`config.mk`:
```
export PLATFORM = sky130hd
export DESIGN_NAME = queued_spi_status_and_ram_port
export DESIGN_NICKNAME = d
export VERILOG_FILES = /design/src/qspi_regs_pkg.sv /design/src/queued_spi_status_and_ram_port.sv
export SDC_FILE = /design/constraint.sdc
export NUM_CORES = 2
export LEC_CHECK = 0
export BUFFER_PORTS_ARGS = -buffer_cell sky130_fd_sc_hd__buf_2
export CORE_MARGIN = 1.5
export CORE_UTILIZATION = 30
export DETAILED_ROUTE_END_ITERATION = 7
export PLACE_DENSITY = 0.56
export SETUP_SLACK_MARGIN = 0.2
export SKIP_LAST_GASP = 1
export SYNTH_ARGS = -nofsm -noshare
export SYNTH_HDL_FRONTEND = slang
export SYNTH_SLANG_ARGS = --single-unit
```
`constraint.sdc`:
```
create_clock -name i_clk -period 5.06 [get_ports i_clk]
set_input_delay 1.012 -clock i_clk [delete_from_list [all_inputs] [get_ports i_clk]]
set_output_delay 1.012 -clock i_clk [all_outputs]
set_load 0.01 [all_outputs]
```
`src/qspi_regs_pkg.sv`:
```
// Constants for the queued serial port status bank and RAM window.
// Assumes a 32-bit classic Wishbone slave with 16-bit registers in the low lanes.
package qspi_regs_pkg;
    // ----------------------------------------
    // Bus geometry
    // ----------------------------------------
    localparam int ADR_W = 5;               // Byte address width
    localparam int DAT_W = 32;              // Bus data width
    localparam int SEL_W = 4;               // Byte lanes
    localparam int REG_W = 16;              // Register width
    // Register byte offsets
    localparam logic [4:0] OFS_IRQ  = 5'h00;
    localparam logic [4:0] OFS_PTR  = 5'h04;
    localparam logic [4:0] OFS_DATA = 5'h08;
    localparam logic [4:0] OFS_DLY  = 5'h0c;
    // ----------------------------------------
    // Status and control field positions
    // ----------------------------------------
    localparam int B_COL_BE   = 15;         // collision_buserr_en
    localparam int B_ABT_BE   = 14;         // abort_buserr_en
    localparam int B_ABT_LOCK = 12;         // abort_lockout
    localparam int B_COL_IE   = 11;         // collision_irq_en
    localparam int B_ABT_IE   = 10;         // abort_irq_en
    localparam int B_FIN_IE   = 8;          // finished_irq_en
    localparam int B_COL_F    = 3;          // collision_flag
    localparam int B_ABT_F    = 2;          // abort_flag
    localparam int B_FIN_F    = 0;          // finished_flag
    localparam int B_SPE      = 15;         // transfer_enable in delay reg
    localparam int DLY_W      = 15;         // Delay fields below enable
    localparam logic [15:0] IRQ_CTRL_MASK = 16'hdd00;
    localparam logic [15:0] RST_16        = 16'h0000;
    localparam logic [31:0] RST_32        = 32'h0000_0000;
    // ----------------------------------------
    // Internal RAM layout
    // ----------------------------------------
    localparam int RAM_AW = 6;              // RAM index width
    localparam int RAM_N  = 64;             // Entries incl. reserved
    localparam int ENT_W  = 4;              // Queue entry index width
    localparam logic [1:0] SEC_TX  = 2'h0;  // 0x00-0x0F
    localparam logic [1:0] SEC_RX  = 2'h1;  // 0x10-0x1F
    localparam logic [1:0] SEC_CMD = 2'h2;  // 0x20-0x2F
    localparam logic [1:0] SEC_RSV = 2'h3;  // 0x30-0x3F
    localparam logic [9:0] PTR_HI_ZERO = 10'h000;
    localparam logic [15:0] PTR_STEP   = 16'h0001;
    localparam logic [7:0]  BYTE_ZERO  = 8'h00;
endpackage : qspi_regs_pkg

```
`src/queued_spi_status_and_ram_port.sv`:
```
// Status/interrupt-control bank, transfer enable and indirect RAM window.
// Assumes the serial engine reports busy, current entry and command completion
// synchronously to i_clk, and reads its RAM through the engine port.
//
// Behaviour
// - Flag CPU writes to executing RAM entry
// - Collision write errors when its enable set
// - Clearing enable mid-transfer errors when enabled
// - Lock-out stops CPU clearing transfer enable
// - Collision interrupt gated by its enable
// - Abort interrupt gated by its enable
// - Finished interrupt gated by its enable
// - Collision flag sticky, write one clears
// - Abort flag on CPU clear, one clears
// - Finished on end entry or halt
// - Wrap mode sets finished every end pass
// - RAM split tx, rx, command, reserved
// - Data write stores then advances pointer
// - Data read returns, advances, one wait
// - Pointer never wraps at section end
// - Command RAM uses upper byte only
// - Device clears enable when transfer ends
// - Halt stops after the current command
//
// Local design decisions: the Wishbone interface to the registers and the register addresses.
`timescale 1ns/1ps
`default_nettype none

module queued_spi_status_and_ram_port (
    input  wire logic        i_clk,
    input  wire logic        i_rst,
    input  wire logic        i_ce,
    // Wishbone classic slave
    input  wire logic        i_wb_cyc,
    input  wire logic        i_wb_stb,
    input  wire logic        i_wb_we,
    input  wire logic [4:0]  i_wb_adr,
    input  wire logic [3:0]  i_wb_sel,
    input  wire logic [31:0] i_wb_dat,
    output logic      [31:0] o_wb_dat,
    output logic             o_wb_ack,
    output logic             o_wb_err,
    // Serial engine side
    input  wire logic        i_busy,
    input  wire logic        i_cmd_done,
    input  wire logic [3:0]  i_cur_entry,
    input  wire logic        i_halt,
    input  wire logic        i_wrap_en,
    input  wire logic [3:0]  i_end_of_queue_pointer,
    input  wire logic [5:0]  i_eng_addr,
    output logic      [15:0] o_eng_rdata,
    input  wire logic        i_rx_we,
    input  wire logic [3:0]  i_rx_entry,
    input  wire logic [15:0] i_rx_data,
    // Control and interrupt
    output logic             o_transfer_enable,
    output logic      [14:0] o_delay_cfg,
    output logic             o_irq
);

    // ----------------------------------------
    // Helpers
    // ----------------------------------------
    // Byte-lane merge of a 16-bit register
    function automatic logic [15:0] merge16(input logic [15:0] old_v,
                                            input logic [15:0] new_v,
                                            input logic [1:0]  sel);
        merge16 = {sel[1] ? new_v[15:8] : old_v[15:8],
                   sel[0] ? new_v[7:0]  : old_v[7:0]};
    endfunction : merge16

    // Write-one-to-clear with the set winning
    function automatic logic w1c(input logic flag,
                                 input logic clr,
                                 input logic set);
        w1c = (flag & ~clr) | set;
    endfunction : w1c

    // ----------------------------------------
    // State
    // ----------------------------------------
    logic [15:0] irq_status_control;           // Control bits only
    logic [15:0] ram_pointer_reg;              // Auto-increment pointer
    logic        collision_flag;               // Sticky
    logic        abort_flag;                   // Sticky
    logic        finished_flag;                // Sticky
    logic        transfer_enable;              // Start/run bit
    logic [14:0] delay_fields;                 // Delay settings, passed out
    logic        rd_wait;                      // Data read wait state taken
    logic [15:0] ram [0:63];                   // tx, rx, cmd, reserved

    // ----------------------------------------
    // Bus decode
    // ----------------------------------------
    logic        req;                          // New cycle, no answer yet
    logic        is_data;                      // Data window addressed
    logic        data_rd;                      // Read of data window
    logic        go;                           // Access takes effect now
    logic        wr;                           // Effective write
    logic        rd;                           // Effective read
    logic [1:0]  lo_sel;                       // Lanes of low half
    logic [15:0] wdat;                         // Low half of write data
    logic [5:0]  ram_idx;                      // Pointer into RAM
    logic [1:0]  ram_sec;                      // RAM section
    logic        ptr_ok;                       // Upper pointer bits clear
    logic        collide;                      // Pointer on executing entry
    logic        col_hit;                      // Colliding data write
    logic        abt_try;                      // CPU tries clearing enable
    logic        abt_hit;                      // ...while a transfer runs
    logic        err_now;                      // Access answered by err
    logic        end_hit;                      // Done entry is the last
    logic        fin_set;                      // Finished event
    logic        hw_clear;                     // Engine ends the transfer
    logic        sw_clear;                     // CPU clears the enable
    logic        ram_we;                       // CPU RAM write strobe
    logic [15:0] next_rdata;                   // Read mux
    logic        clr_ok;                       // Flag clear write, low lane
    logic [15:0] dly_merged;                   // Delay write merged by lane

    assign req     = i_wb_cyc & i_wb_stb & ~o_wb_ack & ~o_wb_err;
    assign is_data = (i_wb_adr == qspi_regs_pkg::OFS_DATA);
    assign data_rd = req & ~i_wb_we & is_data;
    // Data reads wait one extra cycle for the RAM
    assign go      = req & (~data_rd | rd_wait);
    assign wr      = go & i_wb_we;
    assign rd      = go & ~i_wb_we;
    assign lo_sel  = i_wb_sel[1:0];
    assign wdat    = i_wb_dat[15:0];

    assign ram_idx = ram_pointer_reg[5:0];
    assign ram_sec = ram_pointer_reg[5:4];
    assign ptr_ok  = (ram_pointer_reg[15:6] == qspi_regs_pkg::PTR_HI_ZERO);

    // Executing entry is the tx word or command byte of the current entry
    assign collide = transfer_enable & i_busy & ptr_ok
                   & (ram_sec == qspi_regs_pkg::SEC_TX || ram_sec == qspi_regs_pkg::SEC_CMD)
                   & (ram_pointer_reg[3:0] == i_cur_entry);
    assign col_hit = wr & is_data & collide;

    assign abt_try = wr & (i_wb_adr == qspi_regs_pkg::OFS_DLY) & i_wb_sel[1]
                   & ~i_wb_dat[qspi_regs_pkg::B_SPE] & transfer_enable;
    assign abt_hit = abt_try & i_busy;
    assign err_now = (col_hit & irq_status_control[qspi_regs_pkg::B_COL_BE])
                   | (abt_hit & irq_status_control[qspi_regs_pkg::B_ABT_BE]);
    // Lock-out and an errored access both leave the enable alone
    assign sw_clear = abt_try & ~irq_status_control[qspi_regs_pkg::B_ABT_LOCK]
                    & ~err_now;

    // An errored collided write neither stores nor advances
    assign ram_we = wr & is_data & ~err_now & ptr_ok
                  & (ram_sec != qspi_regs_pkg::SEC_RX)
                  & (ram_sec != qspi_regs_pkg::SEC_RSV);
    assign clr_ok     = wr & (i_wb_adr == qspi_regs_pkg::OFS_IRQ) & lo_sel[0];
    assign dly_merged = merge16({1'b0, delay_fields}, wdat, lo_sel);

    // ----------------------------------------
    // Completion events
    // ----------------------------------------
    assign end_hit  = (i_cur_entry == i_end_of_queue_pointer);
    // Every pass over the end entry counts, wrap or not
    assign fin_set  = i_cmd_done & (end_hit | i_halt);
    // Wrap keeps running past the end; halt stops after this command
    assign hw_clear = i_cmd_done & ((end_hit & ~i_wrap_en) | i_halt);

    // ----------------------------------------
    // Read mux
    // ----------------------------------------
    // Reserved bits read as zero
    always_comb begin
        next_rdata = qspi_regs_pkg::RST_16;
        unique case (i_wb_adr)
            qspi_regs_pkg::OFS_IRQ: begin
                next_rdata = irq_status_control;
                next_rdata[qspi_regs_pkg::B_COL_F] = collision_flag;
                next_rdata[qspi_regs_pkg::B_ABT_F] = abort_flag;
                next_rdata[qspi_regs_pkg::B_FIN_F] = finished_flag;
            end
            qspi_regs_pkg::OFS_PTR: begin
                next_rdata = ram_pointer_reg;
            end
            qspi_regs_pkg::OFS_DATA: begin
                // Reserved section and bad pointers read zero
                if (ptr_ok && ram_sec == qspi_regs_pkg::SEC_CMD) begin
                    next_rdata = {ram[ram_idx][15:8], qspi_regs_pkg::BYTE_ZERO};
                end else if (ptr_ok && ram_sec != qspi_regs_pkg::SEC_RSV) begin
                    next_rdata = ram[ram_idx];
                end
            end
            qspi_regs_pkg::OFS_DLY: begin
                next_rdata = {transfer_enable, delay_fields};
            end
            default: begin
                next_rdata = qspi_regs_pkg::RST_16;
            end
        endcase
    end

    // ----------------------------------------
    // Bus answer
    // ----------------------------------------
    // Unmapped offsets are acked and read zero
    always_ff @(posedge i_clk) begin
        if (i_rst) begin
            o_wb_ack <= 1'b0;
            o_wb_err <= 1'b0;
            rd_wait  <= 1'b0;
        end else if (i_ce) begin
            o_wb_ack <= go & ~err_now;
            o_wb_err <= go & err_now;
            rd_wait  <= data_rd & ~rd_wait;
        end
    end

    // Read data registered; held until the next read
    always_ff @(posedge i_clk) begin
        if (i_rst) begin
            o_wb_dat <= qspi_regs_pkg::RST_32;
        end else if (i_ce && rd) begin
            o_wb_dat <= {16'h0000, next_rdata};
        end
    end

    // ----------------------------------------
    // Control bits
    // ----------------------------------------
    // Only writable control bits are kept; reserved ones stay zero
    always_ff @(posedge i_clk) begin
        if (i_rst) begin
            irq_status_control <= qspi_regs_pkg::RST_16;
        end else if (i_ce && wr && i_wb_adr == qspi_regs_pkg::OFS_IRQ) begin
            irq_status_control <= merge16(irq_status_control, wdat, lo_sel)
                                & qspi_regs_pkg::IRQ_CTRL_MASK;
        end
    end

    // ----------------------------------------
    // Sticky flags
    // ----------------------------------------
    // A set in the same cycle as a clear wins
    always_ff @(posedge i_clk) begin
        if (i_rst) begin
            collision_flag <= 1'b0;
            abort_flag     <= 1'b0;
            finished_flag  <= 1'b0;
        end else if (i_ce) begin
            collision_flag <= w1c(collision_flag, clr_ok & wdat[qspi_regs_pkg::B_COL_F],
                                  col_hit);
            abort_flag     <= w1c(abort_flag, clr_ok & wdat[qspi_regs_pkg::B_ABT_F],
                                  sw_clear);
            finished_flag  <= w1c(finished_flag, clr_ok & wdat[qspi_regs_pkg::B_FIN_F],
                                  fin_set);
        end
    end

    // Level interrupt from enabled flags
    always_ff @(posedge i_clk) begin
        if (i_rst) begin
            o_irq <= 1'b0;
        end else if (i_ce) begin
            o_irq <= (collision_flag & irq_status_control[qspi_regs_pkg::B_COL_IE])
                   | (abort_flag     & irq_status_control[qspi_regs_pkg::B_ABT_IE])
                   | (finished_flag  & irq_status_control[qspi_regs_pkg::B_FIN_IE]);
        end
    end

    // ----------------------------------------
    // Transfer enable and delays
    // ----------------------------------------
    // CPU set beats an engine clear in the same cycle
    always_ff @(posedge i_clk) begin
        if (i_rst) begin
            transfer_enable <= 1'b0;
            delay_fields    <= 15'h0000;
        end else if (i_ce) begin
            if (hw_clear || sw_clear) begin
                transfer_enable <= 1'b0;
            end
            if (wr && i_wb_adr == qspi_regs_pkg::OFS_DLY) begin
                if (i_wb_sel[1] && i_wb_dat[qspi_regs_pkg::B_SPE]) begin
                    transfer_enable <= 1'b1;
                end
                if (!err_now) begin
                    delay_fields <= dly_merged[qspi_regs_pkg::DLY_W-1:0];
                end
            end
        end
    end

    assign o_transfer_enable = transfer_enable;
    assign o_delay_cfg       = delay_fields;

    // ----------------------------------------
    // RAM pointer
    // ----------------------------------------
    // Plain 16-bit count: no wrap at section ends
    always_ff @(posedge i_clk) begin
        if (i_rst) begin
            ram_pointer_reg <= qspi_regs_pkg::RST_16;
        end else if (i_ce) begin
            if (wr && i_wb_adr == qspi_regs_pkg::OFS_PTR) begin
                ram_pointer_reg <= merge16(ram_pointer_reg, wdat, lo_sel);
            end else if (go && is_data && !err_now) begin
                ram_pointer_reg <= ram_pointer_reg + qspi_regs_pkg::PTR_STEP;
            end
        end
    end

    // ----------------------------------------
    // RAM
    // ----------------------------------------
    // Engine receive write lands after the CPU write on a clash
    always_ff @(posedge i_clk) begin
        if (i_ce) begin
            if (ram_we && ram_sec == qspi_regs_pkg::SEC_CMD) begin
                if (i_wb_sel[1]) begin
                    ram[ram_idx] <= {wdat[15:8], qspi_regs_pkg::BYTE_ZERO};
                end
            end else if (ram_we) begin
                ram[ram_idx] <= merge16(ram[ram_idx], wdat, lo_sel);
            end
            if (i_rx_we) begin
                ram[{qspi_regs_pkg::SEC_RX, i_rx_entry}] <= i_rx_data;
            end
        end
    end

    // Registered engine read port
    always_ff @(posedge i_clk) begin
        if (i_rst) begin
            o_eng_rdata <= qspi_regs_pkg::RST_16;
        end else if (i_ce) begin
            o_eng_rdata <= ram[i_eng_addr];
        end
    end
endmodule : queued_spi_status_and_ram_port

`default_nettype wire

```
==> key figures <==
Outcome
  • Status: completed

Cells and area
  • Synthesis-to-layout area growth: 16.56%
  • Max reg flops: 1,024
  • Most flops, register: ram
  • Nets@finish: 4,190
  • Fraction of layout cells with a size suffix above 1: 26.23%
  • Post-route cell area: 64,620 µm²
  • Layout fillers: 17,480

Logic synthesis
  • Synth unique cells: 84
  • Sequential fraction of the synthesis area: 58.46%
  • EDFF count, synth: 1,024
  • Top_reg_cell synth: edfxtp_1
  • Synth Cell Area: 55,440 µm²
  • Ys Warns: 0
  • Flip-flop and latch count after synthesis: 1,107
  • Synthesized instance count: 3,704
  • Average size of a mapped cell: 14.97 µm²
  • Ys async rst share: 0%

STA
  • Final setup vio count: 0
  • Unrepaired setup endpoints after global routing: no
  • Post-route minimum period: 4497 ps
  • Hold Violations, Final: 0
  • Final Max Slew Viols: 0
  • Fmax: 0.2223 GHz
  • Ratio of final minimum period to clock period: 88.88%
  • Worst Tran Pin Value: 1467 ps
  • Relative slew slack: 2.031%
  • Fin Setup TNS: 0 ps
  • Worst Skew: 54.76 ps

Worst hold path
  • Hold_sp: o_eng_rdata[13]$_SDFFE_PP0P_
  • Hold endpoint: o_eng_rdata[13]$_SDFFE_PP0P_
  • Hold Path Class: flip-flop to flip-flop
  • Worst hold stages: 2

Placement
  • Post-DP Area: 60,810 µm²
  • Dpl hpwl: 126,500 µm
  • PortBufs: 118
  • RD Place Congestion: 0.9163

Clocking
  • Clk buf depth: 3
  • Clock tree from TritonCTS: built
  • # resized after CTS: 0
  • Worst skew pair latency: 780 ps
  • H-tree Lvls: 3
  • TritonCTS Buffers: 118
  • Clk sink count: 1,107
  • Hold buffers post-CTS: 0
  • Clock transition at path regs: 60 ps
  • Root Driver: clkbuf_16
  • Postcts setup bufs: 0

Power and ir drop
  • Power per cell area: 309.3 nW/µm²
  • Leakage power: 0.02127 µW
  • Maximum VDD drop: 0.3034 mV

Global routing
  • Largest net degree at the start of global routing: 69
  • Total GRT Usage: 19.43%
  • Total grt overflow: 0
  • Antenna violations before repair: 14
  • Met2 usage: 29.88%
  • Met1 Track Usage GR: 26.50%
  • Number of global-route vias before repair: 36,300
  • Busiest grt layer: met2
  • Met3 Use GR: 4.328%
  • First-pass GRT wire length: 263,000 µm

Job
  • Max-cap violations: 0

Worst setup path
  • Worst Path Required: 5460 ps
  • Crit Path Category: flip-flop to flip-flop
  • Crit start category: flip-flop
  • Worst setup EP type: flip-flop
  • Worst R2R Path Depth: 7
  • Crit path max fanout: 48
  • Worst R2R Setup Slack: 560 ps
  • Worst flop-to-flop path endpoint: ram[42][11]$_DFFE_PP_
  • Crit path DAT: 4900 ps

Routing
  • Residual DRC: 0
  • Via count: 37,280
  • Final WL: 185,200 µm
  • WL per Instance: 27.75 µm
  • Initial DRT Pass Iterations: 6
  • DRT iter0 DRCs: 4,531
  • Antenna Nets Post-Route: 0
  • Drt via density: 5.586

Floorplan
  • Die Span X: 432.9 µm
  • DIE AREA: 187,400 µm²
  • Row cnt: 157
  • Core ar.: 183,300 µm²
  • Initial Util: 30.25%
  • Die extent in y: 432.9 µm
  • Io pins: 153
cell type report:
| cell class | count | area, µm² | area share, % |
|---|---|---|---|
| inverter | 32 | 120.1 | 0.1859 |
| timing repair buffer | 351 | 2635 | 4.078 |
| tap | 2464 | 3083 | 4.771 |
| clock inverter | 73 | 733.2 | 1.135 |
| sequential | 1107 | 32430 | 50.18 |
| clock buffer | 149 | 3069 | 4.750 |
| antenna | 4 | 10.01 | 0.01549 |
| multi-input combinational | 2493 | 22540 | 34.88 |
routing by layer:
layer / up-vias / routed length (µm)
li1: 15680 / -
met4: 8 / 7812
met5: - / 53
met1: 19360 / 75680
met3: 339 / 17570
met2: 1889 / 84060
Yosys cell counts, types with 54 or more instances:
| master | n | share of area (%) |
|---|---|---|
| nand3_1 | 54 | 0.49 |
| o21ai_0 | 131 | 1.2 |
| a31oi_1 | 67 | 0.76 |
| mux2i_1 | 165 | 3.0 |
| edfxtp_1 | 1024 | 55 |
| dfxtp_1 | 83 | 3.0 |
| nor2_1 | 198 | 1.3 |
| mux4_2 | 446 | 18 |
| clkbuf_1 | 186 | 1.3 |
| a21oi_1 | 56 | 0.51 |
| nand2_1 | 354 | 2.4 |
| buf_1 | 54 | 0.37 |
| a22oi_1 | 191 | 2.6 |
cells in the final DEF, fill, tap and decap left out, types with 118 or more instances in the layout:
cell type	count
nand2_1	354
clkbuf_16	118
a22oi_1	191
buf_4	211
mux4_2	446
edfxtp_1	1024
nor2_1	161
o21ai_0	131
mux2i_1	165
conb_1	272
worst max-delay path: stages (launching register included):
cell	delay, ps
dfxtp_4	680
buf_12	340
nor2b_1	1170
buf_4	300
a22o_1	140
o311a_1	480
nor4_4	110
nor2_4	800
how the worst max path moves through the flow:
stage / cells after the start / slack (ps) / end / startpoint
floorplan: 8 / 670 / ram[11][0]$_DFFE_PP_ / i_wb_adr[2]
global placement: 9 / 670 / ram[12][14]$_DFFE_PP_ / i_wb_adr[4]
detailed placement: 7 / 620 / ram[59][11]$_DFFE_PP_ / flip-flop
CTS: 7 / 580 / ram[53][11]$_DFFE_PP_ / flip-flop
global route: 7 / 390 / ram[42][9]$_DFFE_PP_ / flip-flop
finish: 7 / 560 / ram[42][11]$_DFFE_PP_ / flip-flop
per-stage QoR:
step / hold WS [ps] / cells / setup slack (ps) / util (%) / power (µW)
after CTS: 482.8 / 6669 / 584.0 / 35.25 / 20090
final: 485.3 / 6673 / 562.6 / 35.26 / 19990
after floorplan: 461.2 / 3975 / 666.6 / - / 11050
after global placement: 467.8 / 6447 / 667.5 / 33.18 / 11480
after detailed placement: 473.3 / 6447 / 615.2 / 33.18 / 11500
after global routing: 512.6 / 6672 / 394.3 / 35.26 / 20520
cells by family after synthesis:
family	count (synthesis)	synth area share (%)
DFF	1107	58.46
and+or+nand+nor	810	6.761
adders and majority gates	1	0.02256
muxes	636	21.60
other	1	0.006764
xor gates and xnor gates	8	0.1264
AOI/OAI and AO/OA	766	9.880
buffers and inverters	375	3.139
power breakdown:
part | leakage (µW) | switching (µW) | total (µW) | internal (µW)
sequential | 0.0109 | 77.4 | 10200 | 10100
combinational | 0.00852 | 702 | 1140 | 441
clock | 0.00186 | 3760 | 8670 | 4910
No activity file was read; power rests on OpenSTA's default activity.
